### src/hdl/pbus_defines.vh
// constants for the primary bus port and control pins
`ifndef PBUS_DEFINES_VH
`define PBUS_DEFINES_VH
`define ADDR_W        24
`define DATA_W        32
`define PAGE_W        2
`define PAGE_LSB      22
`define IRQ_N         4
`define BOOT_LOADER   1'b1
// bus sequencer states
`define ST_IDLE       2'h0
`define ST_ACCESS     2'h1
`define ST_RELEASED   2'h2
// ready synchroniser depth: edges before ready reflects this access
`define RDY_SETTLE    2'h2
`endif

### src/hdl/irq_detect.v
// external interrupt synchroniser and level/edge detector
`timescale 1ns/1ns
`default_nettype none
`include "pbus_defines.vh"
module irq_detect #(
   parameter N = `IRQ_N
) (
   // clock and reset
   input  wire         ref_clk,
   input  wire         rst,
   // pins
   input  wire [N-1:0] irq_lines_n,
   input  wire         edge_sel,
   // to core
   output reg  [N-1:0] irq_pending
);
   reg [N-1:0] s1_q;
   reg [N-1:0] s2_q;
   reg [N-1:0] s3_q;
   reg         e1_q;
   reg         e2_q;
   genvar i;
   always @(posedge ref_clk or posedge rst) begin
      if (rst) begin
         s1_q <= {N{1'b1}};
         s2_q <= {N{1'b1}};
         s3_q <= {N{1'b1}};
         e1_q <= 1'b0;
         e2_q <= 1'b0;
      end else begin
         s1_q <= irq_lines_n;
         s2_q <= s1_q;
         s3_q <= s2_q;
         e1_q <= edge_sel;
         e2_q <= e1_q;
      end
   end
   generate
      for (i = 0; i < N; i = i + 1) begin : g_irq
         // edge mode: one pulse per falling edge; level mode: held while low
         always @(posedge ref_clk or posedge rst) begin
            if (rst)
               irq_pending[i] <= 1'b0;
            else if (e2_q)
               irq_pending[i] <= s3_q[i] & ~s2_q[i];
            else
               irq_pending[i] <= ~s2_q[i];
         end
      end
   endgenerate
endmodule
`default_nettype wire

### src/hdl/primary_bus.v
// primary external bus port with release handshake and control pins
`timescale 1ns/1ns
`default_nettype none
`include "pbus_defines.vh"
module primary_bus (
   // clock and reset
   input  wire                 ref_clk,
   input  wire                 rst,
   // control pins
   input  wire                 reset_pin_n,
   input  wire                 shutdown_float_n,
   input  wire                 boot_mode_select,
   input  wire                 irq_edge_select,
   input  wire [`IRQ_N-1:0]    external_irq_lines_n,
   input  wire                 bus_release_req_n,
   input  wire                 ready_n,
   // core side request
   input  wire                 core_req,
   input  wire                 core_rd,
   input  wire [`ADDR_W-1:0]   core_addr,
   input  wire [`DATA_W-1:0]   core_wdata,
   input  wire                 ignore_release_bit,
   input  wire                 irq_ack_out_exec,
   output wire                 core_busy,
   output reg                  core_done,
   output reg  [`DATA_W-1:0]   core_rdata,
   output wire                 core_in_reset,
   output reg                  boot_loader_mode,
   output wire [`IRQ_N-1:0]    irq_pending,
   // bus pins
   output reg  [`ADDR_W-1:0]   address_lines,
   output wire                 address_oe,
   input  wire [`DATA_W-1:0]   data_lines_in,
   output wire [`DATA_W-1:0]   data_lines_out,
   output wire                 data_oe,
   output wire                 rd_not_wr,
   output wire                 rd_not_wr_oe,
   output wire                 access_strobe_n,
   output wire                 access_strobe_oe,
   output wire [3:0]           region_select_strobes_n,
   output wire                 region_select_oe,
   output wire                 bus_release_ack_n,
   output wire                 bus_release_ack_oe,
   output wire                 irq_ack_out_n,
   output wire                 irq_ack_out_oe
);
   reg [1:0]         sz_q;
   reg [1:0]         rs_q;
   reg [1:0]         hd_q;
   reg [1:0]         rdy_q;
   reg [1:0]         boot_q;
   reg [1:0]         st_q;
   reg [1:0]         st_d;
   reg               rd_q;
   reg [`DATA_W-1:0] wdata_q;
   reg [`DATA_W-1:0] keep_q;
   reg               irq_ack_out_q;
   reg               ack_q;
   // cycles spent in the current access, saturating at RDY_SETTLE
   reg [1:0]         age_q;
   wire shutdown_float    = ~sz_q[1];
   wire in_rst = ~rs_q[1];
   wire hold   = ~hd_q[1] & ~ignore_release_bit;
   wire rdy    = ~rdy_q[1];
   // a memory may hold ready until the strobe ends, so the synchroniser
   // still shows the previous access's ready for two edges; skip those
   wire acc_ok = (st_q == `ST_ACCESS) & rdy & (age_q == `RDY_SETTLE);
   wire released = (st_q == `ST_RELEASED);
   wire float_all = shutdown_float | in_rst | released;

   function [3:0] page_decode;
      input [`PAGE_W-1:0] sel;
      begin
         page_decode = ~(4'h1 << sel);
      end
   endfunction

   irq_detect #(.N(`IRQ_N)) irq_detect_i (
      .ref_clk     (ref_clk),
      .rst         (rst),
      .irq_lines_n (external_irq_lines_n),
      .edge_sel    (irq_edge_select),
      .irq_pending (irq_pending)
   );

   // pin synchronisers
   always @(posedge ref_clk or posedge rst) begin
      if (rst) begin
         sz_q   <= 2'h3;
         rs_q   <= 2'h0;
         hd_q   <= 2'h3;
         rdy_q  <= 2'h3;
         boot_q <= 2'h0;
      end else begin
         sz_q   <= {sz_q[0], shutdown_float_n};
         rs_q   <= {rs_q[0], reset_pin_n};
         hd_q   <= {hd_q[0], bus_release_req_n};
         rdy_q  <= {rdy_q[0], ready_n};
         boot_q <= {boot_q[0], boot_mode_select};
      end
   end

   assign core_in_reset = in_rst;

   always @* begin
      st_d = st_q;
      case (st_q)
         `ST_IDLE:
            if (hold)
               st_d = `ST_RELEASED;
            else if (core_req)
               st_d = `ST_ACCESS;
         `ST_ACCESS:
            if (acc_ok)
               st_d = `ST_IDLE;
         `ST_RELEASED:
            if (!hold)
               st_d = `ST_IDLE;
         default:
            st_d = `ST_IDLE;
      endcase
   end

   always @(posedge ref_clk or posedge rst) begin
      if (rst) begin
         st_q             <= `ST_IDLE;
         rd_q             <= 1'b1;
         address_lines    <= {`ADDR_W{1'b0}};
         wdata_q          <= {`DATA_W{1'b0}};
         keep_q           <= {`DATA_W{1'b0}};
         core_done        <= 1'b0;
         core_rdata       <= {`DATA_W{1'b0}};
         irq_ack_out_q           <= 1'b0;
         ack_q            <= 1'b1;
         age_q            <= 2'h0;
         boot_loader_mode <= 1'b0;
      end else if (in_rst) begin
         // core reset: bus idle, boot strap tracked until release
         st_q             <= `ST_IDLE;
         core_done        <= 1'b0;
         irq_ack_out_q           <= 1'b0;
         ack_q            <= 1'b1;
         age_q            <= 2'h0;
         boot_loader_mode <= boot_q[1] == `BOOT_LOADER;
         // keeper: remember the last level seen on the wires
         keep_q           <= data_oe ? wdata_q : data_lines_in;
      end else begin
         st_q      <= st_d;
         core_done <= acc_ok;
         keep_q    <= data_oe ? wdata_q : data_lines_in;
         if (st_q == `ST_IDLE)
            age_q <= 2'h0;
         else if (st_q == `ST_ACCESS && age_q != `RDY_SETTLE)
            age_q <= age_q + 2'h1;
         irq_ack_out_q    <= irq_ack_out_exec;
         // ack follows the float, so it is low only once pins are off
         ack_q     <= ~released;
         if (st_q == `ST_IDLE && st_d == `ST_ACCESS) begin
            rd_q          <= core_rd;
            address_lines <= core_addr;
            wdata_q       <= core_wdata;
         end
         if (acc_ok && rd_q)
            core_rdata <= data_lines_in;
      end
   end

   assign core_busy        = (st_q != `ST_IDLE) | in_rst;
   assign address_oe       = ~float_all;
   assign rd_not_wr        = rd_q;
   assign rd_not_wr_oe     = ~float_all;
   assign data_oe          = ~float_all & (st_q == `ST_ACCESS) & ~rd_q;
   assign data_lines_out   = data_oe ? wdata_q : keep_q;
   assign access_strobe_n  = ~(st_q == `ST_ACCESS);
   assign access_strobe_oe = ~(shutdown_float | released);
   assign region_select_strobes_n = (st_q == `ST_ACCESS) ?
      page_decode(address_lines[`PAGE_LSB+`PAGE_W-1:`PAGE_LSB]) : 4'hF;
   assign region_select_oe   = ~float_all;
   // ack rises in the cycle the bus is taken back, never after the pins drive
   assign bus_release_ack_n  = ack_q | ~released;
   assign bus_release_ack_oe = ~shutdown_float;
   assign irq_ack_out_n      = ~irq_ack_out_q;
   assign irq_ack_out_oe     = ~shutdown_float;
endmodule
`default_nettype wire

### config.mk
export PLATFORM = sky130hd
export DESIGN_NAME = primary_bus
export DESIGN_NICKNAME = d
export VERILOG_FILES = /design/src/hdl/irq_detect.v /design/src/hdl/primary_bus.v
export VERILOG_INCLUDE_DIRS = /design/src /design/src/hdl
export SDC_FILE = /design/constraint.sdc
export NUM_CORES = 1
export LEC_CHECK = 0
export BUFFER_PORTS_ARGS = -buffer_cell sky130_fd_sc_hd__buf_2
export CAP_MARGIN = 20
export CORE_UTILIZATION = 50
export CTS_BUF_LIST = sky130_fd_sc_hd__clkbuf_8
export CTS_CLUSTER_DIAMETER = 50
export CTS_CLUSTER_SIZE = 24
export DETAILED_ROUTE_END_ITERATION = 8
export PLACE_DENSITY_LB_ADDON = 0.15
export SYNTH_ARGS = -nofsm -noshare
export SYNTH_HDL_FRONTEND = slang
export SYNTH_SLANG_ARGS = --single-unit
### constraint.sdc
create_clock -name ref_clk -period 5.5 [get_ports ref_clk]
set_clock_uncertainty 0.05 [all_clocks]
set_input_delay 0.275 -clock ref_clk [delete_from_list [all_inputs] [get_ports ref_clk]]
set_output_delay 0.275 -clock ref_clk [all_outputs]
set_load 0.01 [all_outputs]
==> results of run 1 <==
==> metal layers <==
layer  wire length, um  share of wire  global-route usage  vias to the layer above
met2              6950           0.52               0.360                      144
met1              5390           0.40               0.250                     2011
met3               814          0.060              0.0664                       24
met4               300          0.022              0.0952                        0
li1                  -              -                   -                     1883
met5                 0              0                   0                        -
==> worst min path at each step <==
stage                           start           endpoint  slack, ps  depth (start not counted)
finish              data_lines_in[26]     core_rdata[26]         30                          2
detailed placement  irq_detect_i.e1_q  irq_detect_i.e2_q        280                          0
global route            core_wdata[2]         wdata_q[2]        0.6                          2
CTS                  data_lines_in[7]          keep_q[7]        0.2                          2
global placement            boot_q[0]          boot_q[1]        280                          0
floorplan           bus_release_req_n            hd_q[0]        230                          0
==> synthesized netlist by cell type (2+ instances only) <==
library cell  number
nand2b_1           3
dfrtp_1          137
buf_4              5
nor2b_1            3
a22oi_1            2
buf_2              3
a21oi_1            4
mux2_4            49
buf_12             5
mux2_2            88
dfstp_2           20
nand2_1            2
nor2_1             8
inv_1              8
mux2_1            17
nand3b_1           2
buf_6              7
==> stage by stage <==
step,util,setup slack (ps),area [um^2],power (mW)
final,0.700,2270,8550,2.64
after global routing,0.700,2180,8550,2.77
after CTS,0.695,2290,8480,2.67
after detailed placement,0.613,2780,7480,1.79
after global placement,0.611,2740,7460,1.77
after floorplan,-,973,6370,1.62
==> registers in the layout, summed over array words and instances (netlist names), 2 cells and up <==
signal                    cells
address_lines                24
age_q                         2
irq_detect_i.s1_q             4
boot_q                        2
hd_q                          2
st_q                          2
rdy_q                         2
core_rdata                   32
wdata_q                      32
sz_q                          2
keep_q                       32
irq_detect_i.s3_q             4
irq_detect_i.s2_q             4
irq_detect_i.irq_pending      4
rs_q                          2
==> final cells by class <==
type | instances | share of cell area
clock buffer | 17 | 0.0274
clock inverter | 15 | 0.0192
inverter | 9 | 0.00453
multi-input combinational | 191 | 0.253
sequential | 157 | 0.462
tap | 168 | 0.0246
timing repair buffer | 285 | 0.209
==> layout by cell type (no fill, tap or decap), types with 2 or more instances in the layout <==
cell type      netlist  final
nand2_1              2      2
nand3b_1             2      2
a22oi_1              2      2
clkbuf_8             0     17
bufinv_16            0      2
buf_2                3    214
buf_4                5      3
dlygate4sd3_1        0     67
a21oi_1              4      4
nor2b_1              3      3
inv_1                8      8
clkinvlp_4           0      4
clkinv_4             0      4
mux2_1              17     17
mux2_4              49     49
inv_6                0      5
dfstp_2             20     20
nor3_4               1      2
dfrtp_1            137    137
nor2_1               8      8
mux2_2              88     88
nand2b_1             3      3
==> report_power, final <==
part           total (mW)  internal (mW)  switching, mW
Sequential           1.38           1.29         0.0837
Clock               0.841          0.409          0.432
Combinational       0.424          0.247          0.177
Total                2.64           1.95          0.692
==> cells by family (layout without fill, tap and decap cells) <==
logic type	Yosys count	in the layout	share of synthesized area
AO/OA/AOI/OAI	8	8	0.00825
adder cells (fa/ha/maj)	1	1	0.00196
buffers and inverters	29	326	0.0416
flip-flops	157	157	0.620
multiplexers	154	154	0.301
AND/OR/NAND/NOR	28	28	0.0267
==> repair_timing <==
item	CTS	global route
hold buffers	60	7
setup buffers	0	0
endpoints found under the hold margin	136	9
==> flow_summary.json, run 1 <==
{
  "cp_slowest_cell": "buf_4",
  "synthCells": 377,
  "die_area_um2": 13200,
  "crit_fanout": 65,
  "path_class": "flop to output pin",
  "rsz0062_at_grt": "no",
  "nFillCells": 872,
  "hpwl_mm": 8.79,
  "r2r-end": "address_lines[21]",
  "crit_arrival_ps": 2910,
  "setup_viol_count_final": 0,
  "track_usage": 0.213,
  "synth_flop_cell": "dfrtp_1",
  "synth-edff-count": 0,
  "dr.pass1.iters": 4,
  "reg2regPathDepth": 5,
  "fin_crit_sh": 0.588,
  "status": "finished clean",
  "clk_latency_ps": 440,
  "path_buf_inv": 3,
  "slowest_delay_ps": 820,
  "syn-cell-area_um2": 6370,
  "drive_above_1_share": 0.613,
  "port_buffers": 214,
  "finalHoldViolations": 0,
  "cp-endpoint": "data_lines_out[31]",
  "syn_nets": 482,
  "vias_per_cell": 4.82,
  "grt_overflow_total": 0,
  "grt_pass1_wl_mm": 21.1,
  "grt_max_degree": 98,
  "dieWidth_um": 115,
  "crit_cells": 6,
  "drv_cap": 0,
  "cp-startpoint": "st_q[1]",
  "regArea_um2": 3950,
  "synth.top_cell.area_share": 0.538,
  "antenna_found_initial": 0,
  "gp_congestion": 0.769,
  "cp_cell_sequence": "and2b_4, inv_2, nor3_4, buf_4, mux2_2, buf_2",
  "relSlewSlack": 0.240,
  "drt_first_iter_violations": 156,
  "drc": 0,
  "whs_ps": 26.5,
  "critical_path.top_delay_family": "buffers and inverters",
  "seq_area_frac_synth": 0.620,
  "syn_avg_cell_area_um2": 16.9,
  "required_ps": 5180,
  "cts_sinks": 157,
  "cp-end-kind": "output pin",
  "fmax_mhz": 309,
  "synth_cell_types": 31,
  "synth_top_area_cell": "dfrtp_1",
  "cts_buffers": 17,
  "cts_buffer_depth": 2,
  "tightest_slew_ps": 1140,
  "initial_core_util": 0.522,
  "async_flop_share": 1.00,
  "routedWlPerCell_um": 16.0,
  "grt_pass1_vias": 4300,
  "cts-resized-gates": 0,
  "num_io_pins": 215,
  "ys_ff_latch": 157,
  "ir_drop_uv": 190,
  "via_count": 4062,
  "hp-class": "input pin to flop",
  "yosys_warnings": 0,
  "n_antenna_cell": 0,
  "r2r_start": "st_q[0]",
  "ant_nets": 0,
  "slew_viol_final": 0,
  "p_leak_nw": 4.22,
  "final.setup.tns_ps": 0,
  "r2r_slack_ps": 3000,
  "power_density_nw_per_um2": 309,
  "area_delta_synth_final_pct": 34.2,
  "drt-total-wl_mm": 13.5,
  "worstSetupStartpointType": "flop",
  "rows": 40,
  "root_buffer": "clkbuf_8",
  "nets": 766,
  "period_minus_slack_ps": 3230,
  "die_y_um": 115,
  "dp.cells": 743,
  "path_clk_slew_ps": 80,
  "multi_input_area_um2": 2160,
  "core-area_um2": 12200,
  "yosys-top-cells-area": "dfrtp_1 54%, mux2_2 16%, mux2_4 12%, dfstp_2 8.2%, mux2_1 3.0%",
  "cts_tree": "built",
  "cts_htree_levels": 4,
  "stdcell_count": 842
}
No activity file was read; power rests on OpenSTA's default activity.
==> run 2, diff against run 1 <==
Clock period 5.5 ns to 3.1 ns, I/O delays scaled along.
==> run 2 against run 1 <==
Against the previous run:
- cell area up 5.5%
- worst setup slack worse by 1800 ps
- sequential power up 78%
- total power up 90%
- hold slack better by 110 ps
- highest routed layer unchanged
- combinational power up 86%
- largest cell class unchanged
- count of clock-buffer cells in the layout up 3
==> flow_summary.json, run 2 (synthesis results as in run 1) <==
{
  "cp-startpoint": "st_q[1]",
  "placed_area_um2": 7520,
  "multi_input_area_um2": 2160,
  "power_frac_seq": 0.489,
  "switching_share": 0.243,
  "final.setup.tns_ps": 0,
  "whs_ps": 132,
  "final_area_um2": 9030,
  "top_regs": "core_rdata: 32 flops, keep_q: 32 flops, wdata_q: 32 flops",
  "dieWidth_um": 115,
  "routedWlPerCell_um": 16.0,
  "relSlewSlack": 0.466,
  "drc": 0,
  "die_y_um": 115,
  "root_buffer": "clkbuf_8",
  "vias_per_cell": 4.78,
  "path_clk_slew_ps": 80,
  "nets": 804,
  "n_antenna_cell": 0,
  "slew_viol_final": 0,
  "grt_overflow_total": 0,
  "grt_pass1_vias": 4658,
  "hpwl_mm": 8.73,
  "crit_arrival_ps": 2470,
  "cts_tree": "built",
  "clk_latency_ps": 450,
  "port_buffers": 214,
  "required_ps": 2890,
  "status": "finished clean",
  "die_area_um2": 13200,
  "r2r_start": "st_q[0]",
  "combPwrFrac": 0.157,
  "post_cts_buffers": 0,
  "via_count": 4206,
  "drive_above_1_share": 0.586,
  "dr.pass1.iters": 6,
  "drv_cap": 0,
  "layout_commonest_cell": "buf_2",
  "path_class": "flop to output pin",
  "cts_buffer_depth": 2,
  "track_usage": 0.228,
  "grt_pass1_wl_mm": 22.4,
  "drt-total-wl_mm": 14.1,
  "fmax_mhz": 373,
  "cts_htree_levels": 4,
  "cts_sinks": 157,
  "critical_path.top_delay_family": "buffers and inverters",
  "p_int_mw": 3.79,
  "num_io_pins": 215,
  "nFillCells": 837,
  "antenna_found_initial": 0,
  "worstSetupStartpointType": "flop",
  "area_delta_synth_final_pct": 41.7,
  "r2r_slack_ps": 850,
  "cp-endpoint": "data_lines_out[31]",
  "slowest_delay_ps": 470,
  "crit_fanout": 32,
  "fin_crit_sh": 0.864,
  "period_minus_slack_ps": 2680,
  "initial_core_util": 0.522,
  "path_buf_inv": 3,
  "regArea_um2": 3950,
  "grt_max_degree": 158,
  "most-common-layout-cells": "214 x buf_2, 137 x dfrtp_1, 102 x dlygate4sd3_1",
  "rows": 40,
  "reg2regPathDepth": 4,
  "drt_first_iter_violations": 170,
  "p_switching_mw": 1.22,
  "crit_cells": 6,
  "finalHoldViolations": 0,
  "gp_congestion": 0.809,
  "cts_buffers": 17,
  "ant_nets": 0,
  "cp-end-kind": "output pin",
  "cp_cell_sequence": "and2b_4, inv_2, nor3_4, buf_4, mux2_2, buf_2",
  "core-area_um2": 12200,
  "r2r-end": "address_lines[12]",
  "clkPwrFrac": 0.354,
  "cp_slowest_cell": "buf_4",
  "setup_viol_count_final": 0,
  "rsz0062_at_grt": "no",
  "power_density_nw_per_um2": 555,
  "hp-class": "input pin to flop",
  "tightest_slew_ps": 800,
  "ir_drop_uv": 386,
  "p_leak_nw": 4.42
}
-- run 2: worst min-delay path by stage --
stage / startpoint / cells after the start / to / slack (ps)
floorplan: bus_release_req_n / 0 / hd_q[0] / 110
global placement: bus_release_req_n / 1 / hd_q[0] / 210
finish: core_req / 4 / st_q[0] / 130
detailed placement: external_irq_lines_n[2] / 1 / irq_detect_i.s1_q[2] / 210
CTS: core_req / 4 / st_q[0] / 90
global route: core_req / 4 / st_q[0] / 140
-- run 2: power by group through the flow --
| stage | clock network (mW) | logic (mW) | registers (mW) |
|---|---|---|---|
| 2_1_floorplan | 0 | 0.390 | 2.49 |
| 3_3_place_gp | 0 | 0.667 | 2.47 |
| 3_5_place_dp | 0 | 0.685 | 2.49 |
| 4_1_cts | 1.82 | 0.789 | 2.45 |
| 5_1_grt | 1.90 | 0.853 | 2.48 |
| 6_report | 1.77 | 0.787 | 2.45 |
-- run 2: metrics by stage --
step                 util  total power, mW  instances  worst slack, ps
finish              0.739             5.01        880              422
global route        0.739             5.24        880              256
CTS                 0.739             5.06        880              362
detailed placement  0.616             3.17        746              826
global placement    0.616             3.14        746              873
floorplan               -             2.88        377              924
-- run 2: final cells by class --
| cell class | instances | share of cell area |
|---|---|---|
| multi-input combinational | 191 | 0.239 |
| inverter | 9 | 0.00416 |
| clock inverter | 12 | 0.0230 |
| timing repair buffer | 323 | 0.242 |
| clock buffer | 20 | 0.0305 |
| tap | 168 | 0.0233 |
| sequential | 157 | 0.438 |
-- run 2: worst min-delay path, delay by kind of cell --
family | cells | cell delay, ps
compound gates | 1 | 160
buf+inv | 1 | 100
simple gates | 2 | 170
-- run 2: metal layers --
layer	vias up	global-route usage	share of wire
met2	139	0.410	0.53
met5	-	0	0
met1	2080	0.251	0.40
met3	29	0.0643	0.055
met4	0	0.100	0.022
li1	1958	-	-
-- run 2: what timing repair did --
item / 4_1_cts / 5_1_grt
endpoints found under the setup margin: 0 / 0
gates resized for setup: 0 / 0
endpoints found under the hold margin: 270 / 0
hold buffers: 102 / 0
==> run 3, diff against run 2 <==
Settings changed: CELL_PAD_IN_SITES_DETAIL_PLACEMENT set to 1, CELL_PAD_IN_SITES_GLOBAL_PLACEMENT set to 2, CORE_UTILIZATION 50 to 35.
==> run 3 against run 2 <==
Against the previous run:
- count of clock-buffer cells in the layout fell by 2
- non-clock buffer count up 1
- critical endpoint is now data_lines_out[24]
- core utilization is 22 points lower
- cell area grew 0.30%
- final cell count up 6.7%
- hold slack worse by 13 ps
- sequential cell count did not move
- critical path depth unchanged
- largest cell class unchanged
- global-route usage is 5.1 points lower
- sequential power hardly changed
- clock power shrank 7%
- via count grew 0.52%
==> flow_summary.json, run 3 (synthesis results as in run 1) <==
{
  "r2r_slack_ps": 880,
  "port_buffers": 214,
  "period_minus_slack_ps": 2670,
  "final.setup.tns_ps": 0,
  "layout_commonest_cell": "buf_2",
  "ir_drop_uv": 266,
  "slew_viol_final": 0,
  "cp-startpoint": "st_q[1]",
  "min_path_cells": 4,
  "track_usage": 0.177,
  "routedWlPerCell_um": 16.6,
  "relSlewSlack": 0.531,
  "crit_fanout": 26,
  "rows": 48,
  "vias_per_cell": 4.50,
  "nFillCells": 1812,
  "core-area_um2": 17500,
  "fin_crit_sh": 0.861,
  "r2r_start": "st_q[0]",
  "area_delta_synth_final_pct": 42.1,
  "crit_arrival_ps": 2460,
  "clkPwrFrac": 0.336,
  "grt_pass1_vias": 4730,
  "grt_pass1_wl_mm": 24.8,
  "multi_input_area_um2": 2160,
  "dr.pass1.iters": 4,
  "cts_sinks": 157,
  "cts_buffers": 17,
  "drt_first_iter_violations": 96,
  "path_clk_slew_ps": 90,
  "drive_above_1_share": 0.586,
  "cts_tree": "built",
  "cts_buffer_depth": 2,
  "cp_cell_sequence": "and2b_4, inv_2, nor3_4, buf_4, mux2_4, buf_2",
  "die_y_um": 137,
  "dp.cells": 804,
  "cp_slowest_cell": "buf_4",
  "tightest_slew_ps": 702,
  "power_frac_seq": 0.502,
  "drc": 0,
  "stdcell_count": 939,
  "grt_max_degree": 80,
  "ant_nets": 0,
  "slowest_delay_ps": 450,
  "status": "finished clean",
  "top_regs": "core_rdata: 32 flops, keep_q: 32 flops, wdata_q: 32 flops",
  "dieWidth_um": 137,
  "power_density_nw_per_um2": 539,
  "setup_viol_count_final": 0,
  "fmax_mhz": 375,
  "num_io_pins": 215,
  "root_buffer": "clkbuf_8",
  "r2r-end": "address_lines[10]",
  "total_power_mw": 4.88,
  "cts_htree_levels": 4,
  "initial_core_util": 0.363,
  "gp_congestion": 0.750,
  "regArea_um2": 3950,
  "fin_util": 0.516,
  "grt_overflow_total": 0,
  "drv_cap": 0,
  "cp-end-kind": "output pin",
  "hpwl_mm": 10.4,
  "nets": 805,
  "path_buf_inv": 3,
  "crit_cells": 6,
  "required_ps": 2890,
  "combPwrFrac": 0.162,
  "holdBufCountCts": 102,
  "clk_latency_ps": 450,
  "finalHoldViolations": 0,
  "hp-class": "input pin to flop",
  "reg2regPathDepth": 4,
  "p_leak_nw": 4.40,
  "antenna_found_initial": 1,
  "switching_share": 0.263,
  "die_area_um2": 18700,
  "worstSetupStartpointType": "flop",
  "p_int_mw": 3.60,
  "drt-total-wl_mm": 15.6,
  "cts-resized-gates": 0,
  "p_switching_mw": 1.28,
  "most-common-layout-cells": "214 x buf_2, 137 x dfrtp_1, 102 x dlygate4sd3_1",
  "path_class": "flop to output pin",
  "post_cts_buffers": 0,
  "cp-endpoint": "data_lines_out[24]",
  "rsz0062_at_grt": "no",
  "critical_path.top_delay_family": "buffers and inverters",
  "via_count": 4228
}
==> run 3: area by class of cell <==
class / instances / share of cell area
Clock inverter: 14 / 0.0200
Multi-Input combinational cell: 191 / 0.239
Clock buffer: 18 / 0.0274
Timing Repair Buffer: 324 / 0.242
Sequential cell: 157 / 0.437
Inverter: 9 / 0.00415
Antenna cell: 1 / 0.000276
Tap cell: 225 / 0.0311
==> run 3: routing by layer <==
metal,up-vias,part of all wire,track usage
met3,22,0.063,0.0552
met4,0,0.018,0.0684
met1,2115,0.40,0.201
met2,130,0.52,0.308
li1,1961,-,-
met5,-,0,0
==> run 3: power by group through the flow <==
stage / combinational, mW / clock, mW / sequential, mW
2_1_floorplan: 0.390 / 0 / 2.49
5_1_grt: 0.862 / 1.79 / 2.49
3_3_place_gp: 0.680 / 0 / 2.47
3_5_place_dp: 0.699 / 0 / 2.49
4_1_cts: 0.803 / 1.71 / 2.45
6_report: 0.791 / 1.64 / 2.45
==> run 3: metrics by stage <==
step | hold WS [ps] | cell area (um^2) | worst slack, ps
after CTS | 88.0 | 9050 | 384
after global routing | 118 | 9050 | 305
final | 119 | 9050 | 430
after global placement | 211 | 7600 | 953
after detailed placement | 212 | 7600 | 898
after floorplan | 109 | 6380 | 924
==> run 3: tightest hold or removal path, cell delays in order <==
cell      delay, ps
buf_2           110
nand2b_1        130
o32a_1          160
nor2_1           40
==> run 3: how the worst min path moves through the flow <==
stage	startpoint	slack, ps	to
after global routing	core_req	120	st_q[0]
final	core_req	120	st_q[0]
after floorplan	bus_release_req_n	110	hd_q[0]
after CTS	core_req	90	st_q[0]
after global placement	bus_release_req_n	210	hd_q[0]
after detailed placement	external_irq_lines_n[0]	210	irq_detect_i.s1_q[0]
